## src/core/pmc_pkg.sv

```systemverilog
`default_nettype none
package pmc_pkg;
   // ****************************************
   // mode field encodings
   // ****************************************
   typedef enum logic [1:0] {
      MODE_IDLE = 2'h0,
      MODE_AVD = 2'h1,
      MODE_ADO = 2'h2,
      MODE_PDN = 2'h3
   } pmc_mode_t;

   // ****************************************
   // clock power extension field layout
   // ****************************************
   localparam int CPE_PDEN_BIT = 5;
   localparam int CPE_FSEL_LSB = 0;
   localparam int CPE_FSEL_W = 4;

   // ****************************************
   // divider ratios of the crystal clock
   // ****************************************
   // periods in mclk cycles; mclk runs at twice the crystal rate
   localparam logic [3:0] DIV_12M288 = 4'h2;
   localparam logic [3:0] DIV_6M144 = 4'h4;
   localparam logic [3:0] DIV_4M096 = 4'h6;
   localparam logic [3:0] DIV_3M072 = 4'h8;
   localparam logic [7:0] DIV_1M536 = 8'h10;
   localparam logic [7:0] DIV_0M768 = 8'h20;
   localparam logic [7:0] DIV_0M384 = 8'h40;

   // ****************************************
   // timing
   // ****************************************
   localparam int XTAL_KHZ = 12288;
   localparam int FRAME_US = 125;
   localparam int MCLK_PER_XTAL = 2;
   localparam int FRAME_CYC = (MCLK_PER_XTAL * XTAL_KHZ * FRAME_US) / 1000;
   localparam int PDN_COUNT_MCLK = 250;
   localparam int WAKE_MCLK_CYC = 2;
endpackage : pmc_pkg
`default_nettype wire

```

## src/core/pmc_clk_div.sv

```systemverilog
`default_nettype none
module pmc_clk_div (
   input wire logic mclk,
   input wire logic arst_n,
   input wire logic run,
   input wire logic [7:0] ratio,
   output logic tickOut,
   output logic mclkLevel
);
   import pmc_pkg::*;
   logic [7:0] cnt_q, cnt_d;
   logic lvl_q, lvl_d;
   logic [7:0] ratio_q, ratio_d;
   logic tick_d, tick_q;

   // ****************************************
   // glitch free divider: ratio taken at period end
   // ****************************************
   always_comb begin
      cnt_d = cnt_q;
      lvl_d = lvl_q;
      ratio_d = ratio_q;
      tick_d = 1'b0;
      if (!run) begin
         cnt_d = 8'h00;
         lvl_d = 1'b1;
      end else if (ratio_q == 8'h01) begin
         lvl_d = ~lvl_q;
         tick_d = lvl_q;
         ratio_d = ratio;
      end else if (cnt_q == ratio_q - 8'h01) begin
         cnt_d = 8'h00;
         lvl_d = 1'b1;
         tick_d = 1'b1;
         ratio_d = ratio;
      end else begin
         cnt_d = cnt_q + 8'h01;
         if (cnt_q == (ratio_q >> 1) - 8'h01) begin
            lvl_d = 1'b0;
         end
      end
   end

   always_ff @(posedge mclk or negedge arst_n) begin
      if (!arst_n) begin
         cnt_q <= 8'h00;
         lvl_q <= 1'b1;
         ratio_q <= {4'h0, DIV_6M144};
         tick_q <= 1'b0;
      end else begin
         cnt_q <= cnt_d;
         lvl_q <= lvl_d;
         ratio_q <= ratio_d;
         tick_q <= tick_d;
      end
   end

   assign tickOut = tick_q;
   assign mclkLevel = lvl_q;
endmodule : pmc_clk_div
`default_nettype wire

```

## src/core/power_mode_clock_manager.sv

```systemverilog
// Functional notes
// - interrupt output active low, changes only at 125 us frame boundaries
// - interrupt stays asserted until cause register read or reset
// - reset abandons all activity and returns logic to reset state
// - release of reset enters Idle mode
// - master clock keeps toggling while reset held
// - read qualified by select and low strobe; data driven after falling edge
// - write qualified by select and low strobe; data captured at rising edge
// - master clock from crystal by programmable divider, seven rates
// - four power modes from mode field, unused blocks disabled
// - key event speeds master clock up without host action
// - voice and data mode enables every block
// - data only mode as voice and data but audio off
// - idle keeps clock, host bus, line interface and hook interrupt
// - idle disables switch, link, audio and port except activation interrupt
// - frame sync and serial clock tristate until switch or master mode
// - each idle entry clears link controller read-only registers
// - power-down stops all clocks, keeps wake detection only
// - power-down refused unless enable bit set
// - count 250 master clocks then stop clock and crystal drive high
// - interrupt during countdown cancels it and clears power-down selection
// - line not deactivated at countdown end keeps oscillator running
// - mode 11 enters power-down if enabled else idle
// - select with write strobe, hook change or wake events exit power-down
// - two master clocks before interrupt after power-down exit
// - reset wake gives 6.144 MHz, others keep programmed rate
`default_nettype none
module power_mode_clock_manager (
   input wire logic mclk,
   input wire logic arst_n,
   input wire logic rstIn,
   input wire logic csN,
   input wire logic rdN,
   input wire logic wrN,
   input wire logic [1:0] modeSel,
   input wire logic [2:0] initFreqSel,
   input wire logic [3:0] extFreqSel,
   input wire logic pdnEnable,
   input wire logic speedUpEnable,
   input wire logic speedUpEvent,
   input wire logic intRequest,
   input wire logic intOutDisable,
   input wire logic hookSwitchIn,
   input wire logic hookIntEnable,
   input wire logic wakeEvent,
   input wire logic lineEnable,
   input wire logic lineDeactivated,
   input wire logic lineActivated,
   input wire logic switchConnected,
   input wire logic portIomMaster,
   output logic intN,
   output logic readDataEnable,
   output logic writeCapture,
   output logic masterClkOut,
   output logic crystalDriveOut,
   output logic oscRunning,
   output logic pdnSelClear,
   output logic extFreqClear,
   output logic linkRoClear,
   output logic [2:0] activeMode,
   output logic hostBusEn,
   output logic lineIfEn,
   output logic linkCtrlEn,
   output logic portEn,
   output logic portActReqEn,
   output logic switchEn,
   output logic toneRingerEn,
   output logic audioEn,
   output logic hookIntEn,
   output logic serialPinsOeN
);
   import pmc_pkg::*;
   localparam int FRAME_W = 12;
   localparam logic [FRAME_W-1:0] FRAME_LAST = FRAME_W'(FRAME_CYC - 1);
   localparam logic [7:0] PDN_LAST = 8'(PDN_COUNT_MCLK - 1);
   localparam logic [1:0] WAKE_LAST = 2'(WAKE_MCLK_CYC);

   typedef enum logic [2:0] {
      ST_IDLE = 3'h0,
      ST_ACT = 3'h1,
      ST_COUNT = 3'h2,
      ST_OSC = 3'h3,
      ST_DOWN = 3'h4,
      ST_WAKE = 3'h5
   } pmc_state_t;

   // ****************************************
   // input synchronisers, three stages
   // ****************************************
   localparam int NSYNC = 7;
   logic [NSYNC-1:0] rawIn;
   logic [NSYNC-1:0] s1_q, s2_q, s3_q, filt_q, filt_d;
   assign rawIn = {rstIn, csN, rdN, wrN, hookSwitchIn, wakeEvent, lineActivated};
   genvar gi;
   generate
      for (gi = 0; gi < NSYNC; gi++) begin : g_sync
         always_comb begin
            filt_d[gi] = (s2_q[gi] == s3_q[gi]) ? s3_q[gi] : filt_q[gi];
         end
         always_ff @(posedge mclk or negedge arst_n) begin
            if (!arst_n) begin
               s1_q[gi] <= 1'b1;
               s2_q[gi] <= 1'b1;
               s3_q[gi] <= 1'b1;
               filt_q[gi] <= 1'b1;
            end else begin
               s1_q[gi] <= rawIn[gi];
               s2_q[gi] <= s1_q[gi];
               s3_q[gi] <= s2_q[gi];
               filt_q[gi] <= filt_d[gi];
            end
         end
      end
   endgenerate
   logic rstS, csS, rdS, wrS, hookS, wakeS, lineActS;
   assign {rstS, csS, rdS, wrS, hookS, wakeS, lineActS} = filt_q;

   // ****************************************
   // divider control
   // ****************************************
   logic clkRun;
   logic [7:0] ratio;
   logic mclkTick, mclkLvl;
   logic freqReset_q, freqReset_d;

   always_comb begin
      ratio = {4'h0, DIV_6M144};
      unique case (initFreqSel)
         3'h1: ratio = {4'h0, DIV_12M288};
         3'h2: ratio = {4'h0, DIV_3M072};
         3'h4: ratio = {4'h0, DIV_4M096};
         default: ratio = {4'h0, DIV_6M144};
      endcase
      if (!freqReset_q && !(speedUpEnable && speedUpEvent)) begin
         unique case (extFreqSel[CPE_FSEL_LSB +: CPE_FSEL_W])
            4'h1: ratio = DIV_1M536;
            4'h2: ratio = DIV_0M768;
            4'h3: ratio = DIV_0M384;
            default: ratio = ratio;
         endcase
      end
   end

   pmc_clk_div u_div (
      .mclk(mclk),
      .arst_n(arst_n),
      .run(clkRun),
      .ratio(ratio),
      .tickOut(mclkTick),
      .mclkLevel(mclkLvl)
   );

   // ****************************************
   // power mode sequencer
   // ****************************************
   pmc_state_t st_q, st_d;
   logic [7:0] cnt_q, cnt_d;
   logic [FRAME_W-1:0] frm_q, frm_d;
   logic intN_q, intN_d, intLatch_q, intLatch_d;
   logic hookPrev_q, hookPrev_d;
   logic rdPrev_q, rdPrev_d, wrPrev_q, wrPrev_d;
   logic pdnClr_q, pdnClr_d, roClr_q, roClr_d, fClr_q, fClr_d;
   logic rdOe_q, rdOe_d, wrCap_q, wrCap_d;
   logic [1:0] effMode;
   logic hostWake, hookWake, readStrobe, frameEdge;

   assign effMode = (modeSel == MODE_PDN && !pdnEnable) ? MODE_IDLE : modeSel;
   assign hostWake = !csS && !wrS;
   assign hookWake = hookIntEnable && (hookS != hookPrev_q);
   assign readStrobe = !csS && rdPrev_q && !rdS;
   assign frameEdge = (frm_q == FRAME_LAST);

   always_comb begin
      st_d = st_q;
      cnt_d = cnt_q;
      frm_d = frameEdge ? '0 : frm_q + 1'b1;
      intLatch_d = intLatch_q;
      intN_d = intN_q;
      hookPrev_d = hookS;
      rdPrev_d = rdS;
      wrPrev_d = wrS;
      pdnClr_d = 1'b0;
      roClr_d = 1'b0;
      fClr_d = 1'b0;
      rdOe_d = !csS && !rdS;
      wrCap_d = !csS && !wrPrev_q && wrS && (st_q != ST_DOWN);
      if (intRequest && !intOutDisable && st_q != ST_WAKE) begin
         intLatch_d = 1'b1;
      end else if (readStrobe) begin
         intLatch_d = 1'b0;
      end
      if (frameEdge && clkRun) begin
         intN_d = !intLatch_q;
      end
      unique case (st_q)
         ST_IDLE, ST_ACT: begin
            if (effMode == MODE_PDN) begin
               st_d = ST_COUNT;
               cnt_d = 8'h00;
            end else if (effMode == MODE_IDLE) begin
               st_d = ST_IDLE;
            end else begin
               st_d = ST_ACT;
            end
            if (st_q == ST_ACT && st_d == ST_IDLE) begin
               roClr_d = 1'b1;
            end
         end
         ST_COUNT: begin
            if (!intN_q || effMode != MODE_PDN) begin
               st_d = ST_IDLE;
               pdnClr_d = !intN_q;
               roClr_d = 1'b1;
            end else if (mclkTick) begin
               if (cnt_q == PDN_LAST) begin
                  st_d = (lineEnable && !lineDeactivated) ? ST_OSC : ST_DOWN;
               end else begin
                  cnt_d = cnt_q + 8'h01;
               end
            end
         end
         ST_OSC: begin
            if (lineActS || hostWake || hookWake || wakeS) begin
               st_d = ST_WAKE;
               cnt_d = 8'h00;
            end else if (lineDeactivated) begin
               st_d = ST_DOWN;
            end
         end
         ST_DOWN: begin
            if (hostWake || hookWake || wakeS) begin
               st_d = ST_WAKE;
               cnt_d = 8'h00;
            end
         end
         ST_WAKE: begin
            pdnClr_d = 1'b1;
            if (mclkTick) begin
               if (cnt_q[1:0] == WAKE_LAST - 2'h1) begin
                  st_d = ST_IDLE;
                  roClr_d = 1'b1;
               end else begin
                  cnt_d = cnt_q + 8'h01;
               end
            end
         end
         default: st_d = ST_IDLE;
      endcase
      if (st_q != ST_IDLE && st_q != ST_ACT) begin
         intN_d = (st_q == ST_COUNT) ? intN_d : 1'b1;
      end
      if (speedUpEnable && speedUpEvent) begin
         fClr_d = 1'b1;
      end
   end

   assign clkRun = (st_q != ST_OSC) && (st_q != ST_DOWN);

   always_ff @(posedge mclk or negedge arst_n) begin
      if (!arst_n) begin
         st_q <= ST_IDLE;
         cnt_q <= 8'h00;
         frm_q <= '0;
         intN_q <= 1'b1;
         intLatch_q <= 1'b0;
         hookPrev_q <= 1'b1;
         rdPrev_q <= 1'b1;
         wrPrev_q <= 1'b1;
         pdnClr_q <= 1'b0;
         roClr_q <= 1'b0;
         fClr_q <= 1'b0;
         rdOe_q <= 1'b0;
         wrCap_q <= 1'b0;
         freqReset_q <= 1'b1;
      end else if (rstS) begin
         st_q <= ST_IDLE;
         cnt_q <= 8'h00;
         frm_q <= frm_d;
         intN_q <= 1'b1;
         intLatch_q <= 1'b0;
         hookPrev_q <= hookS;
         rdPrev_q <= 1'b1;
         wrPrev_q <= 1'b1;
         pdnClr_q <= 1'b1;
         roClr_q <= 1'b1;
         fClr_q <= 1'b1;
         rdOe_q <= 1'b0;
         wrCap_q <= 1'b0;
         freqReset_q <= 1'b1;
      end else begin
         st_q <= st_d;
         cnt_q <= cnt_d;
         frm_q <= frm_d;
         intN_q <= intN_d;
         intLatch_q <= intLatch_d;
         hookPrev_q <= hookPrev_d;
         rdPrev_q <= rdPrev_d;
         wrPrev_q <= wrPrev_d;
         pdnClr_q <= pdnClr_d;
         roClr_q <= roClr_d;
         fClr_q <= fClr_d;
         rdOe_q <= rdOe_d;
         wrCap_q <= wrCap_d;
         freqReset_q <= freqReset_q && !wrCap_d;
      end
   end

   // ****************************************
   // block enables and output registers
   // ****************************************
   logic [2:0] modeOut_d, modeOut_q;
   logic [9:0] en_d, en_q;
   logic serOe_q, mclk_q, xd_q, osc_q;
   always_comb begin
      modeOut_d = st_q;
      en_d = '0;
      if (st_q == ST_ACT) begin
         en_d = {8'hFF, 2'h3};
         en_d[0] = (effMode == MODE_AVD);
      end else if (st_q == ST_IDLE || st_q == ST_COUNT || st_q == ST_WAKE) begin
         // host, line, link, port, act-req, switch, ringer, hook, unused, audio
         en_d = {1'b1, 1'b1, 1'b0, 1'b0, 1'b1, 1'b0, 1'b0, 1'b1, 1'b1, 1'b0};
      end else begin
         en_d[8] = lineEnable;
         en_d[5] = 1'b1;
         en_d[2] = hookIntEnable;
      end
   end
   always_ff @(posedge mclk or negedge arst_n) begin
      if (!arst_n) begin
         modeOut_q <= 3'h0;
         en_q <= '0;
         serOe_q <= 1'b1;
         mclk_q <= 1'b1;
         xd_q <= 1'b1;
         osc_q <= 1'b1;
      end else begin
         modeOut_q <= modeOut_d;
         en_q <= rstS ? 10'h000 : en_d;
         serOe_q <= rstS ? 1'b1 : (serOe_q && !(switchConnected || portIomMaster));
         mclk_q <= mclkLvl;
         xd_q <= (st_q == ST_DOWN) ? 1'b1 : mclkLvl;
         osc_q <= (st_q != ST_DOWN);
      end
   end

   assign intN = intN_q;
   assign readDataEnable = rdOe_q;
   assign writeCapture = wrCap_q;
   assign masterClkOut = mclk_q;
   assign crystalDriveOut = xd_q;
   assign oscRunning = osc_q;
   assign pdnSelClear = pdnClr_q;
   assign extFreqClear = fClr_q;
   assign linkRoClear = roClr_q;
   assign activeMode = modeOut_q;
   assign {hostBusEn, lineIfEn, linkCtrlEn, portEn, portActReqEn} = en_q[9:5];
   assign {switchEn, toneRingerEn, hookIntEn, audioEn} = {en_q[4], en_q[3], en_q[2], en_q[0]};
   assign serialPinsOeN = serOe_q;

   // ****************************************
   // assertions
   // ****************************************
   AST_INT_FRAME: assert property (@(posedge mclk) disable iff (!arst_n)
      $changed(intN_q) |-> $past(frameEdge) || $past(rstS) || ($past(st_q) != ST_IDLE
      && $past(st_q) != ST_ACT)) else $error("interrupt changed off frame");
   AST_INT_HOLD: assert property (@(posedge mclk) disable iff (!arst_n || rstS)
      intLatch_q && !readStrobe |=> intLatch_q) else $error("interrupt dropped");
   AST_RST_IDLE: assert property (@(posedge mclk) disable iff (!arst_n)
      rstS |=> st_q == ST_IDLE) else $error("reset not idle");
   AST_PDN_REFUSE: assert property (@(posedge mclk) disable iff (!arst_n)
      !pdnEnable && st_q == ST_IDLE |=> st_q != ST_COUNT) else $error("pdn entered");
   AST_CANCEL: assert property (@(posedge mclk) disable iff (!arst_n || rstS)
      st_q == ST_COUNT && !intN_q |=> st_q == ST_IDLE && pdnClr_q)
      else $error("countdown not cancelled");
   AST_DOWN_HIGH: assert property (@(posedge mclk) disable iff (!arst_n)
      (st_q == ST_DOWN) [*3] |-> crystalDriveOut && masterClkOut)
      else $error("clock not high in pdn");
   AST_RUN_RESET: assert property (@(posedge mclk) disable iff (!arst_n)
      rstS |=> clkRun) else $error("clock stopped in reset");
   AST_WRITE: assert property (@(posedge mclk) disable iff (!arst_n)
      wrCap_q |-> $past(wrS) && !$past(wrPrev_q)) else $error("bad write capture");
   COV_PDN: cover property (@(posedge mclk) st_q == ST_DOWN);
   COV_OSC: cover property (@(posedge mclk) st_q == ST_OSC);
   COV_WAKE: cover property (@(posedge mclk) st_q == ST_WAKE ##[1:60] st_q == ST_IDLE);
endmodule : power_mode_clock_manager
`default_nettype wire

```

## config.mk

```make
export PLATFORM = sky130hd
export DESIGN_NAME = power_mode_clock_manager
export DESIGN_NICKNAME = d
export VERILOG_FILES = /design/src/core/pmc_pkg.sv /design/src/core/pmc_clk_div.sv /design/src/core/power_mode_clock_manager.sv
export SDC_FILE = /design/constraint.sdc
export NUM_CORES = 1
export LEC_CHECK = 0
export ABC_AREA = 1
export BUFFER_PORTS_ARGS = -buffer_cell sky130_fd_sc_hd__buf_2
export CORE_ASPECT_RATIO = 0.5
export CORE_MARGIN = 2
export CORE_UTILIZATION = 58
export CTS_BUF_LIST = sky130_fd_sc_hd__clkbuf_4 sky130_fd_sc_hd__clkbuf_8 sky130_fd_sc_hd__clkbuf_16
export DETAILED_ROUTE_END_ITERATION = 16
export GPL_ROUTABILITY_DRIVEN = 0
export GPL_TIMING_DRIVEN = 1
export PLACE_DENSITY = 0.88
export RECOVER_POWER = 100
export SETUP_SLACK_MARGIN = 0.4
export SLEW_MARGIN = 30
export SYNTH_ARGS = -nofsm -noshare
export SYNTH_HDL_FRONTEND = slang
export SYNTH_SLANG_ARGS = --single-unit
```

## constraint.sdc

```tcl
create_clock -name mclk -period 2.3 [get_ports mclk]
set_input_delay 0 -clock mclk [delete_from_list [all_inputs] [get_ports mclk]]
set_output_delay 0 -clock mclk [all_outputs]
set_load 0.01 [all_outputs]
```

==> results.toml, run 1 <==
[setup_path]
critPathCaptureType = "flip-flop"
required_ns = 2.52
rr_worst_depth = 10
crit_chain = "inv_1 -> nand2_1 -> nor2_1 -> nand2_2 -> inv_1 -> nand2_1 -> nand3_1 -> nor2_2 -> nand3_1 -> nand2_1"
slowest_delay_ns = 0.47
cp_slowest_cell = "dfrtp_1"
path_max_fanout = 7
worst_path_most_repeated_cell = "nand2_1"
cp-start-kind = "flip-flop"
cpLargestDelayFamily = "simple AND/OR/NAND/NOR gates"
rrSetupSlack_ns = 0.34
crit_type = "flip-flop to flip-flop"
cp.depth = 10
worstPathArrival_ns = 2.18
cp_num_buf_inv = 2

[pwr]
p_sw_w = 0.00121
p_clk_frac = 0.343
seqPwrFrac = 0.473
power.total_w = 0.00410
max-vdd-ir-drop_mv = 0.608
p_sw_frac = 0.296
p_leak_nw = 2.48
pwr-share-comb = 0.184
cellPowerDensity_mw_per_mm2 = 787
internal-power_w = 0.00289

[drt]
met1Wirelength_mm = 4.12
dr_total_vias = 3792
postRouteAntennaNets = 0
drtIter0Drc = 419
drc = 0
wl_met3_um = 628
top_layer = "met4"
wirelength_mm = 10.7
dr.pass1.iters = 5
wl_met2_mm = 5.49
route.detailed.wl_per_inst_um = 15.8
viasPerCell = 5.61

[clocking]
cts_tree = "done"
htree_levels = 3
clk_pin_slew_ns = 0.07
clock_latency_ns = 0.34
clk_path_buf_depth = 2
numClockSinks = 91
numCtsBuffers = 9
cts.root.buffer_cell = "clkbuf_16"

[finish]
antenna_cells = 0
layout.cells.most_common = "nand2_1"
final_nets = 610
utilization = 0.714
final_cell_mix = "nand2_1, inv_1, nand3_1"
drive_gt1_frac = 0.191
synthToLayoutAreaGrowth_pct = 19.5

[synth]
async_reset_ff_frac = 1.00
synth_edf_count = 0
yosysWarnings = 0
synthDistinctLibCells = 36
avgSynthCellArea_um2 = 8.85
syn_inst = 492
synth_top_area_frac = 0.299
syn_area_mm2 = 0.00435
synth_area_leaders = "dfrtp_1, dfstp_2, nand2_1"
synth-seq-area-share = 0.534
netlist.top_cell.by_area = "dfrtp_1"
synth_ff_type = "dfrtp_1"
ys_ff_latch = 91
synth_nets = 527

[outcome]
violations = "hold timing"
status = "finished, violations left"

[grt]
grt-ovfl-total = 0
grt_pass1_wl_mm = 17.3
grt_pass1_vias = 3734
antenna_found_initial = 0
track_usage = 0.269
grt_max_degree = 46

[die]
core_mm2 = 0.00729
num_rows = 22
ios = 50
initial_core_util = 0.597
dieWidth_um = 127
die_y_um = 65.3
die_area_mm2 = 0.00826

[sta]
finalCritPeriodShare = 0.850
fin_tns_setup_ns = 0
slew_headroom = 0.278
finalCriticalPeriod_ns = 1.96
worst_pin_slew_ns = 1.08
fin_ws_ns = 0.344
final_max_slew_viol_count = 0
rsz0062_at_grt = "no"
hold_slack_ns = -0.0162
setup_violations = 0
final_hold_viol_count = 1
max_freq_mhz = 511
skew_ns = 0.00787

[worst_hold_path]
hold_path_class = "input port to flip-flop"
hold_depth = 4

[placed_design]
portBuffers = 49
dp_hpwl_mm = 6.67
place_ws_ns = 0.356

[flow_run]
maxCapViolCount = 0
## cell type report
type	count	area, µm²
multi-input combinational	330	1750
inverter	65	244
sequential	91	2330
tap	96	120
clock inverter	3	22.5
timing repair buffer	78	472
clock buffer	13	268
fill	484	2090
## cell usage after synthesis, drive strengths merged (2+ instances only)
library cell	instances
inv	65
xor2	9
nor3	11
nand2	118
a21oi	13
nand4	12
maj3	7
o211ai	2
ha	7
xnor2	4
dfstp	39
or2	3
buf	5
nor2	65
o21ai	10
nor4	4
nor3b	3
nand3	58
dfrtp	52
o31ai	2
## tightest hold or removal path, stage by stage
cell     delay [ns]
buf_2          0.08
inv_1          0.03
nand4_1        0.08
o31ai_1        0.08
## per-layer routing
metal	global-route usage	up-vias
li1	-	1745
met1	0.311	1813
met2	0.495	185
met3	0.0635	49
met4	0.0989	0
met5	0	-
## timing repair
action                                 in CTS  in global routing
endpoints found under the hold margin      31                  0
resized for setup                           1                 10
hold buffers                               17                  0
buffers inserted                            1                  6
pin swaps                                   1                  8
setup endpoints to repair                  14                 26
## registers in the layout (all words and copies together) (netlist names), 3 cells and up
signal and count:
frm_q 12, cnt_q 8, u_div.cnt_q 8, s1_q 7
s2_q 7, s3_q 7, en_q 6, u_div.ratio_q 6
activeMode 3, modeOut_d 3
## metrics by stage
stage / area (µm²) / cells
6_report: 5200 / 676
5_1_grt: 5200 / 676
4_1_cts: 5190 / 670
3_5_place_dp: 4720 / 636
3_3_place_gp: 4720 / 636
2_1_floorplan: 4350 / 492
## cells by family after synthesis
kind of cell | share of synthesized area
and+or+nand+nor | 0.299
AOI/OAI and AO/OA | 0.0399
buffers and inverters | 0.0647
DFF | 0.534
xor gates and xnor gates | 0.0261
adders and majority gates | 0.0362
## power by group through the flow
stage                     registers (W)  logic (W)  clock network (W)
after CTS                       0.00194   0.000758            0.00142
after detailed placement        0.00196   0.000719                  0
after global placement          0.00196   0.000690                  0
after global routing            0.00196   0.000829            0.00149
final                           0.00194   0.000755            0.00140
after floorplan                 0.00195   0.000482                  0
## worst paths after layout
kind | from | to
min | intOutDisable | intLatch_q$_DFFE_PN0P_
min reg2reg | s1_q[1]$_DFF_PN1_ | s2_q[1]$_DFF_PN1_
max in group asynchronous | arst_n | u_div.ratio_q[1]$_DFFE_PN0P_
min in group asynchronous | arst_n | readDataEnable$_DFF_PN0_
max reg2reg | modeOut_d[1]$_DFFE_PN0P_ | modeOut_d[0]$_DFFE_PN0P_
max | modeOut_d[1]$_DFFE_PN0P_ | modeOut_d[0]$_DFFE_PN0P_
No activity file was read; power rests on OpenSTA's default activity.
==> inputs of run 2 (changes only) <==
--- a/config.mk
+++ b/config.mk
@@ -10,9 +10,7 @@
 export CORE_ASPECT_RATIO = 0.5
 export CORE_MARGIN = 2
 export CORE_UTILIZATION = 58
-export CTS_BUF_LIST = sky130_fd_sc_hd__clkbuf_4 sky130_fd_sc_hd__clkbuf_8 sky130_fd_sc_hd__clkbuf_16
 export DETAILED_ROUTE_END_ITERATION = 16
-export GPL_ROUTABILITY_DRIVEN = 0
 export GPL_TIMING_DRIVEN = 1
 export PLACE_DENSITY = 0.88
 export RECOVER_POWER = 100
@@ -21,3 +19,4 @@
 export SYNTH_ARGS = -nofsm -noshare
 export SYNTH_HDL_FRONTEND = slang
 export SYNTH_SLANG_ARGS = --single-unit
+export TNS_END_PERCENT = 50
==> results.toml, run 2 (synthesis results as in run 1) <==
[drt]
drc = 0
route.detailed.wl_per_inst_um = 14.5
wl_met3_um = 614
wl_met2_mm = 4.99
dr.pass1.iters = 6
postRouteAntennaNets = 0
dr_total_vias = 3633
top_layer = "met4"
met1Wirelength_mm = 3.81
viasPerCell = 5.39
wirelength_mm = 9.77
drtIter0Drc = 410

[finish]
design_area_mm2 = 0.00518
n_fill_cell = 515
antenna_cells = 0
layout.cells.most_common = "nand2_1"
final_cell_mix = "nand2_1, inv_1, nor2_1"
top_register = "frm_q"
final_nets = 608
seq_area_mm2 = 0.00233
reg.largest.list = "frm_q x12, cnt_q x8, u_div.cnt_q x8"
multi_input_area_mm2 = 0.00174
largest_reg_flops = 12
drive_gt1_frac = 0.183
synthToLayoutAreaGrowth_pct = 18.9

[die]
num_rows = 22
initial_core_util = 0.597
dieWidth_um = 127
die_y_um = 65.3
die_area_mm2 = 0.00826
ios = 50
core_mm2 = 0.00729

[clocking]
cts_tree = "done"
cts.root.buffer_cell = "clkbuf_16"
htree_levels = 3
clk_path_buf_depth = 2
clock_latency_ns = 0.34
numCtsBuffers = 9
clk_pin_slew_ns = 0.06
numClockSinks = 91

[sta]
final_max_slew_viol_count = 75
skew_ns = 0.00688
fin_tns_setup_ns = 0
setup_violations = 0
worst_pin_slew_ns = 1.73
max_freq_mhz = 506
rsz0062_at_grt = "yes"
finalCriticalPeriod_ns = 1.98
final_hold_viol_count = 0
hold_slack_ns = 0.0846
slew_headroom = -0.150
finalCritPeriodShare = 0.860

[pwr]
p_leak_nw = 2.46
cellPowerDensity_mw_per_mm2 = 783
max-vdd-ir-drop_mv = 0.575

[grt]
track_usage = 0.259
grt-ovfl-total = 0
antenna_found_initial = 0
grt_pass1_wl_mm = 16.5
grt_pass1_vias = 3583
grt_max_degree = 75

[setup_path]
cp-start-kind = "flip-flop"
cp_slowest_cell = "dfstp_2"
path_max_fanout = 7
crit_type = "flip-flop to flip-flop"
slowest_delay_ns = 0.55
worstPathArrival_ns = 2.21
required_ns = 2.53
worst_path_most_repeated_cell = "nand2_1"
cpLargestDelayFamily = "simple AND/OR/NAND/NOR gates"
cp_num_buf_inv = 1
critPathCaptureType = "flip-flop"
crit_chain = "inv_1 -> ha_4 -> o21ai_0 -> nor2_1 -> nand2_1 -> nor2_1 -> nand4_4 -> nand2_1 -> nand2_1"

[outcome]
status = "finished, violations left"
violations = "capacitance limit, slew limit"

[flow_run]
maxCapViolCount = 1

[placed_design]
dp_hpwl_mm = 6.13
place_congestion = 0.924
portBuffers = 49
place_area_mm2 = 0.00471

[worst_hold_path]
hold_path_class = "input port to flip-flop"
==> run 2: cell count changes in the layout (fill, tap and decap cells not counted), sizes merged <==
cell and change:
clkbuf -2, clkinv +2, buf -2, dlygate4sd3 +1
inv -2, clkinvlp +1
==> run 2: stage by stage <==
step                power [W]  utilization  instances  setup slack, ns
floorplan             0.00243            -        492            0.554
global placement      0.00265        0.646        635            0.451
detailed placement    0.00268        0.646        635            0.388
CTS                   0.00408        0.711        670            0.419
global route          0.00425        0.710        674            0.198
finish                0.00406        0.710        674            0.322
==> run 2: final cells by class <==
cell class                 count  share of cell area
multi-input combinational    330               0.337
inverter                      65              0.0471
timing repair buffer          76              0.0894
tap                           96              0.0232
clock buffer                  12              0.0495
sequential                    91               0.449
clock inverter                 4             0.00483
==> run 2: final timing paths <==
| check | start | to | slack, ns | cells after the start |
|---|---|---|---|---|
| max in group asynchronous | arst_n | u_div.cnt_q[5]$_DFF_PN0_ | 0.61 | 2 |
| setup reg to reg | u_div.ratio_q[2]$_DFFE_PN1P_ | u_div.ratio_q[4]$_DFFE_PN0P_ | 0.32 | 9 |
| hold / removal | extFreqSel[2] | u_div.ratio_q[5]$_DFFE_PN0P_ | 0.08 | 6 |
| min in group asynchronous | arst_n | cnt_q[5]$_DFFE_PN0P_ | 0.65 | 2 |
| setup / recovery | u_div.ratio_q[2]$_DFFE_PN1P_ | u_div.ratio_q[4]$_DFFE_PN0P_ | 0.32 | 9 |
| hold reg to reg | s1_q[4]$_DFF_PN1_ | s2_q[4]$_DFF_PN1_ | 0.36 | 0 |
==> run 2: per-layer routing <==
| layer | GRT usage | vias up |
|---|---|---|
| met1 | 0.295 | 1703 |
| met3 | 0.0749 | 39 |
| li1 | - | 1737 |
| met2 | 0.456 | 154 |
| met5 | 0 | - |
| met4 | 0.126 | 0 |
==> run 2: power by group <==
part	internal (W)	total [W]	leakage (nW)	switching, W
Clock	0.000787	0.00137	0.135	0.000580
Sequential	0.00179	0.00194	1.05	0.000154
Combinational	0.000272	0.000746	1.27	0.000474
==> run 2: repair_timing <==
action                     CTS  global route
buffers inserted             1             4
pin swaps                    1             6
hold buffers                18             0
gates resized for setup      0             6
setup endpoints to repair    8            24
hold endpoints to repair    66             0
==> run 2: worst reg2reg max path, stage by stage (launching register included) <==
cell	delay, ns
dfstp_2	0.55
inv_1	0.07
ha_4	0.28
o21ai_0	0.10
nor2_1	0.11
nand2_1	0.06
nor2_1	0.35
nand4_4	0.19
nand2_1	0.11
nand2_1	0.05
==> inputs of run 3 (changes only) <==
--- a/config.mk
+++ b/config.mk
@@ -7,12 +7,12 @@
 export LEC_CHECK = 0
 export ABC_AREA = 1
 export BUFFER_PORTS_ARGS = -buffer_cell sky130_fd_sc_hd__buf_2
-export CORE_ASPECT_RATIO = 0.5
+export CORE_ASPECT_RATIO = 0.75
 export CORE_MARGIN = 2
-export CORE_UTILIZATION = 58
+export CORE_UTILIZATION = 60
 export DETAILED_ROUTE_END_ITERATION = 16
 export GPL_TIMING_DRIVEN = 1
-export PLACE_DENSITY = 0.88
+export PLACE_DENSITY = 0.91
 export RECOVER_POWER = 100
 export SETUP_SLACK_MARGIN = 0.4
 export SLEW_MARGIN = 30
==> constraint.sdc (replaced) <==
create_clock -name mclk -period 2.4 [get_ports mclk]
set_input_delay 0 -clock mclk [delete_from_list [all_inputs] [get_ports mclk]]
set_output_delay 0 -clock mclk [all_outputs]
set_load 0.01 [all_outputs]
==> results.toml, run 3 (synthesis results as in run 1) <==
[die]
die_y_um = 77.8
num_rows = 26
initial_core_util = 0.628
dieWidth_um = 102
ios = 50
die_area_mm2 = 0.00796
core_mm2 = 0.00693

[setup_path]
rr_startpoint = "rstS$_DFFE_PN1N_"
critPathCaptureType = "flip-flop"
slowest_delay_ns = 0.54
cp_slowest_cell = "dfstp_2"
path_max_fanout = 12
crit_type = "flip-flop to flip-flop"
cp-start-kind = "flip-flop"
rrSetupSlack_ns = 0.32
r2r_end = "cnt_q[7]$_DFFE_PN0P_"
crit_chain = "clkbuf_1 -> nor2_1 -> a21oi_2 -> nand2_4 -> nand2_1 -> nand2_1"
worst_path_most_repeated_cell = "nand2_1"
required_ns = 2.64
rr_worst_depth = 6
cp_num_buf_inv = 1
cpLargestDelayFamily = "flip-flops"
worstPathArrival_ns = 2.32

[finish]
utilization = 0.728
reg.largest.list = "frm_q x12, cnt_q x8, u_div.cnt_q x8"
seq_area_mm2 = 0.00233
layout.cells.most_common = "nand2_1"
n_fill_cell = 515
final_nets = 605
top_register = "frm_q"
multi_input_area_mm2 = 0.00170
antenna_cells = 0
synthToLayoutAreaGrowth_pct = 15.9
final_cell_mix = "nand2_1, inv_1, nor2_1, nand3_1, dfrtp_1"
largest_reg_flops = 12
drive_gt1_frac = 0.176

[drt]
drc = 0
route.detailed.wl_per_inst_um = 14.3
drtIter0Drc = 293
wirelength_mm = 9.65
postRouteAntennaNets = 0
dr_total_vias = 3704
dr.pass1.iters = 5
viasPerCell = 5.50

[sta]
setup_violations = 0
worst_pin_slew_ns = 1.25
finalCritPeriodShare = 0.865
hold_slack_ns = 0.0547
max_freq_mhz = 482
final_hold_viol_count = 0
slew_headroom = 0.169
final_max_slew_viol_count = 0
skew_ns = 0.0136
fin_tns_setup_ns = 0
rsz0062_at_grt = "no"
fin_ws_ns = 0.324
finalCriticalPeriod_ns = 2.08

[placed_design]
place_ws_ns = 0.447
place_congestion = 0.899
portBuffers = 49
dp_hpwl_mm = 6.81

[grt]
grt_max_degree = 52
grt_pass1_wl_mm = 15.7
antenna_found_initial = 0
grt_pass1_vias = 3521
track_usage = 0.257
grt-ovfl-total = 0

[clocking]
clk_path_buf_depth = 2
htree_levels = 3
cts_tree = "done"
numCtsBuffers = 9
cts.root.buffer_cell = "clkbuf_8"
numClockSinks = 91
clock_latency_ns = 0.36
clk_pin_slew_ns = 0.08

[worst_hold_path]
hold_start = "modeSel[1]"
holdPathEnd = "linkRoClear$_DFF_PN0_"
hold_path_class = "input port to flip-flop"
hold_depth = 4

[pwr]
max-vdd-ir-drop_mv = 0.517
power.total_w = 0.00359
cellPowerDensity_mw_per_mm2 = 711
p_leak_nw = 2.39

[flow_run]
maxCapViolCount = 0

[outcome]
status = "finished clean"
-- run 3: cell count changes in the layout (fill, tap and decap cells not counted), sizes merged --
cell      delta
inv          +1
clkbuf       -3
clkinvlp     -1
buf          -1
bufinv       +1
-- run 3: final cells by class --
cell class | instances | area share
clock inverters | 5 | 0.0126
inverters | 65 | 0.0484
flip-flops and latches | 91 | 0.461
clock buffers | 11 | 0.0260
multi-input cells | 330 | 0.338
well taps | 98 | 0.0243
repair buffers | 73 | 0.0900
-- run 3: worst max-delay path by stage --
| stage | start | end | slack, ns | depth (start not counted) |
|---|---|---|---|---|
| floorplan | u_div.ratio_q[2]$_DFFE_PN1P_ | u_div.ratio_q[1]$_DFFE_PN0P_ | 0.65 | 10 |
| global placement | u_div.ratio_q[2]$_DFFE_PN1P_ | u_div.ratio_q[1]$_DFFE_PN0P_ | 0.57 | 10 |
| detailed placement | u_div.ratio_q[1]$_DFFE_PN0P_ | u_div.ratio_q[3]$_DFFE_PN0P_ | 0.45 | 11 |
| CTS | u_div.ratio_q[1]$_DFFE_PN0P_ | u_div.ratio_q[3]$_DFFE_PN0P_ | 0.44 | 11 |
| global route | u_div.ratio_q[2]$_DFFE_PN1P_ | u_div.ratio_q[3]$_DFFE_PN0P_ | 0.21 | 12 |
| finish | rstS$_DFFE_PN1N_ | cnt_q[7]$_DFFE_PN0P_ | 0.32 | 6 |
-- run 3: worst min-delay path, delay by kind of cell --
family / cells / cell delay (ns)
buffers and inverters: 1 / 0.12
AO/OA/AOI/OAI: 2 / 0.14
AND/OR/NAND/NOR: 1 / 0.10
-- run 3: per-layer routing --
layer / global-route usage / wire length, µm / share of wire / vias to the layer above
li1: - / - / - / 1737
met3: 0.0667 / 899 / 0.093 / 32
met1: 0.331 / 3850 / 0.40 / 1756
met4: 0.0893 / 236 / 0.024 / 0
met2: 0.424 / 4670 / 0.48 / 179
met5: 0 / 0 / 0 / -
-- run 3: stage by stage --
step / cells / area, µm²
2_1_floorplan: 492 / 4350
3_3_place_gp: 636 / 4720
3_5_place_dp: 636 / 4720
4_1_cts: 670 / 5100
5_1_grt: 673 / 5050
6_report: 673 / 5050
-- run 3: timing repair --
item,4_1_cts,5_1_grt
buffers inserted,0,3
setup endpoints to repair,0,15
hold endpoints to repair,54,0
hold buffers,18,0
resized for setup,0,5
-- run 3: where the power goes --
part | leakage, nW | total (W) | internal [W] | switching, W
combinational | 1.24 | 0.000717 | 0.000263 | 0.000454
clock | 0.0941 | 0.00102 | 0.000490 | 0.000526
sequential | 1.05 | 0.00185 | 0.00171 | 0.000141
total | 2.39 | 0.00359 | 0.00246 | 0.00112
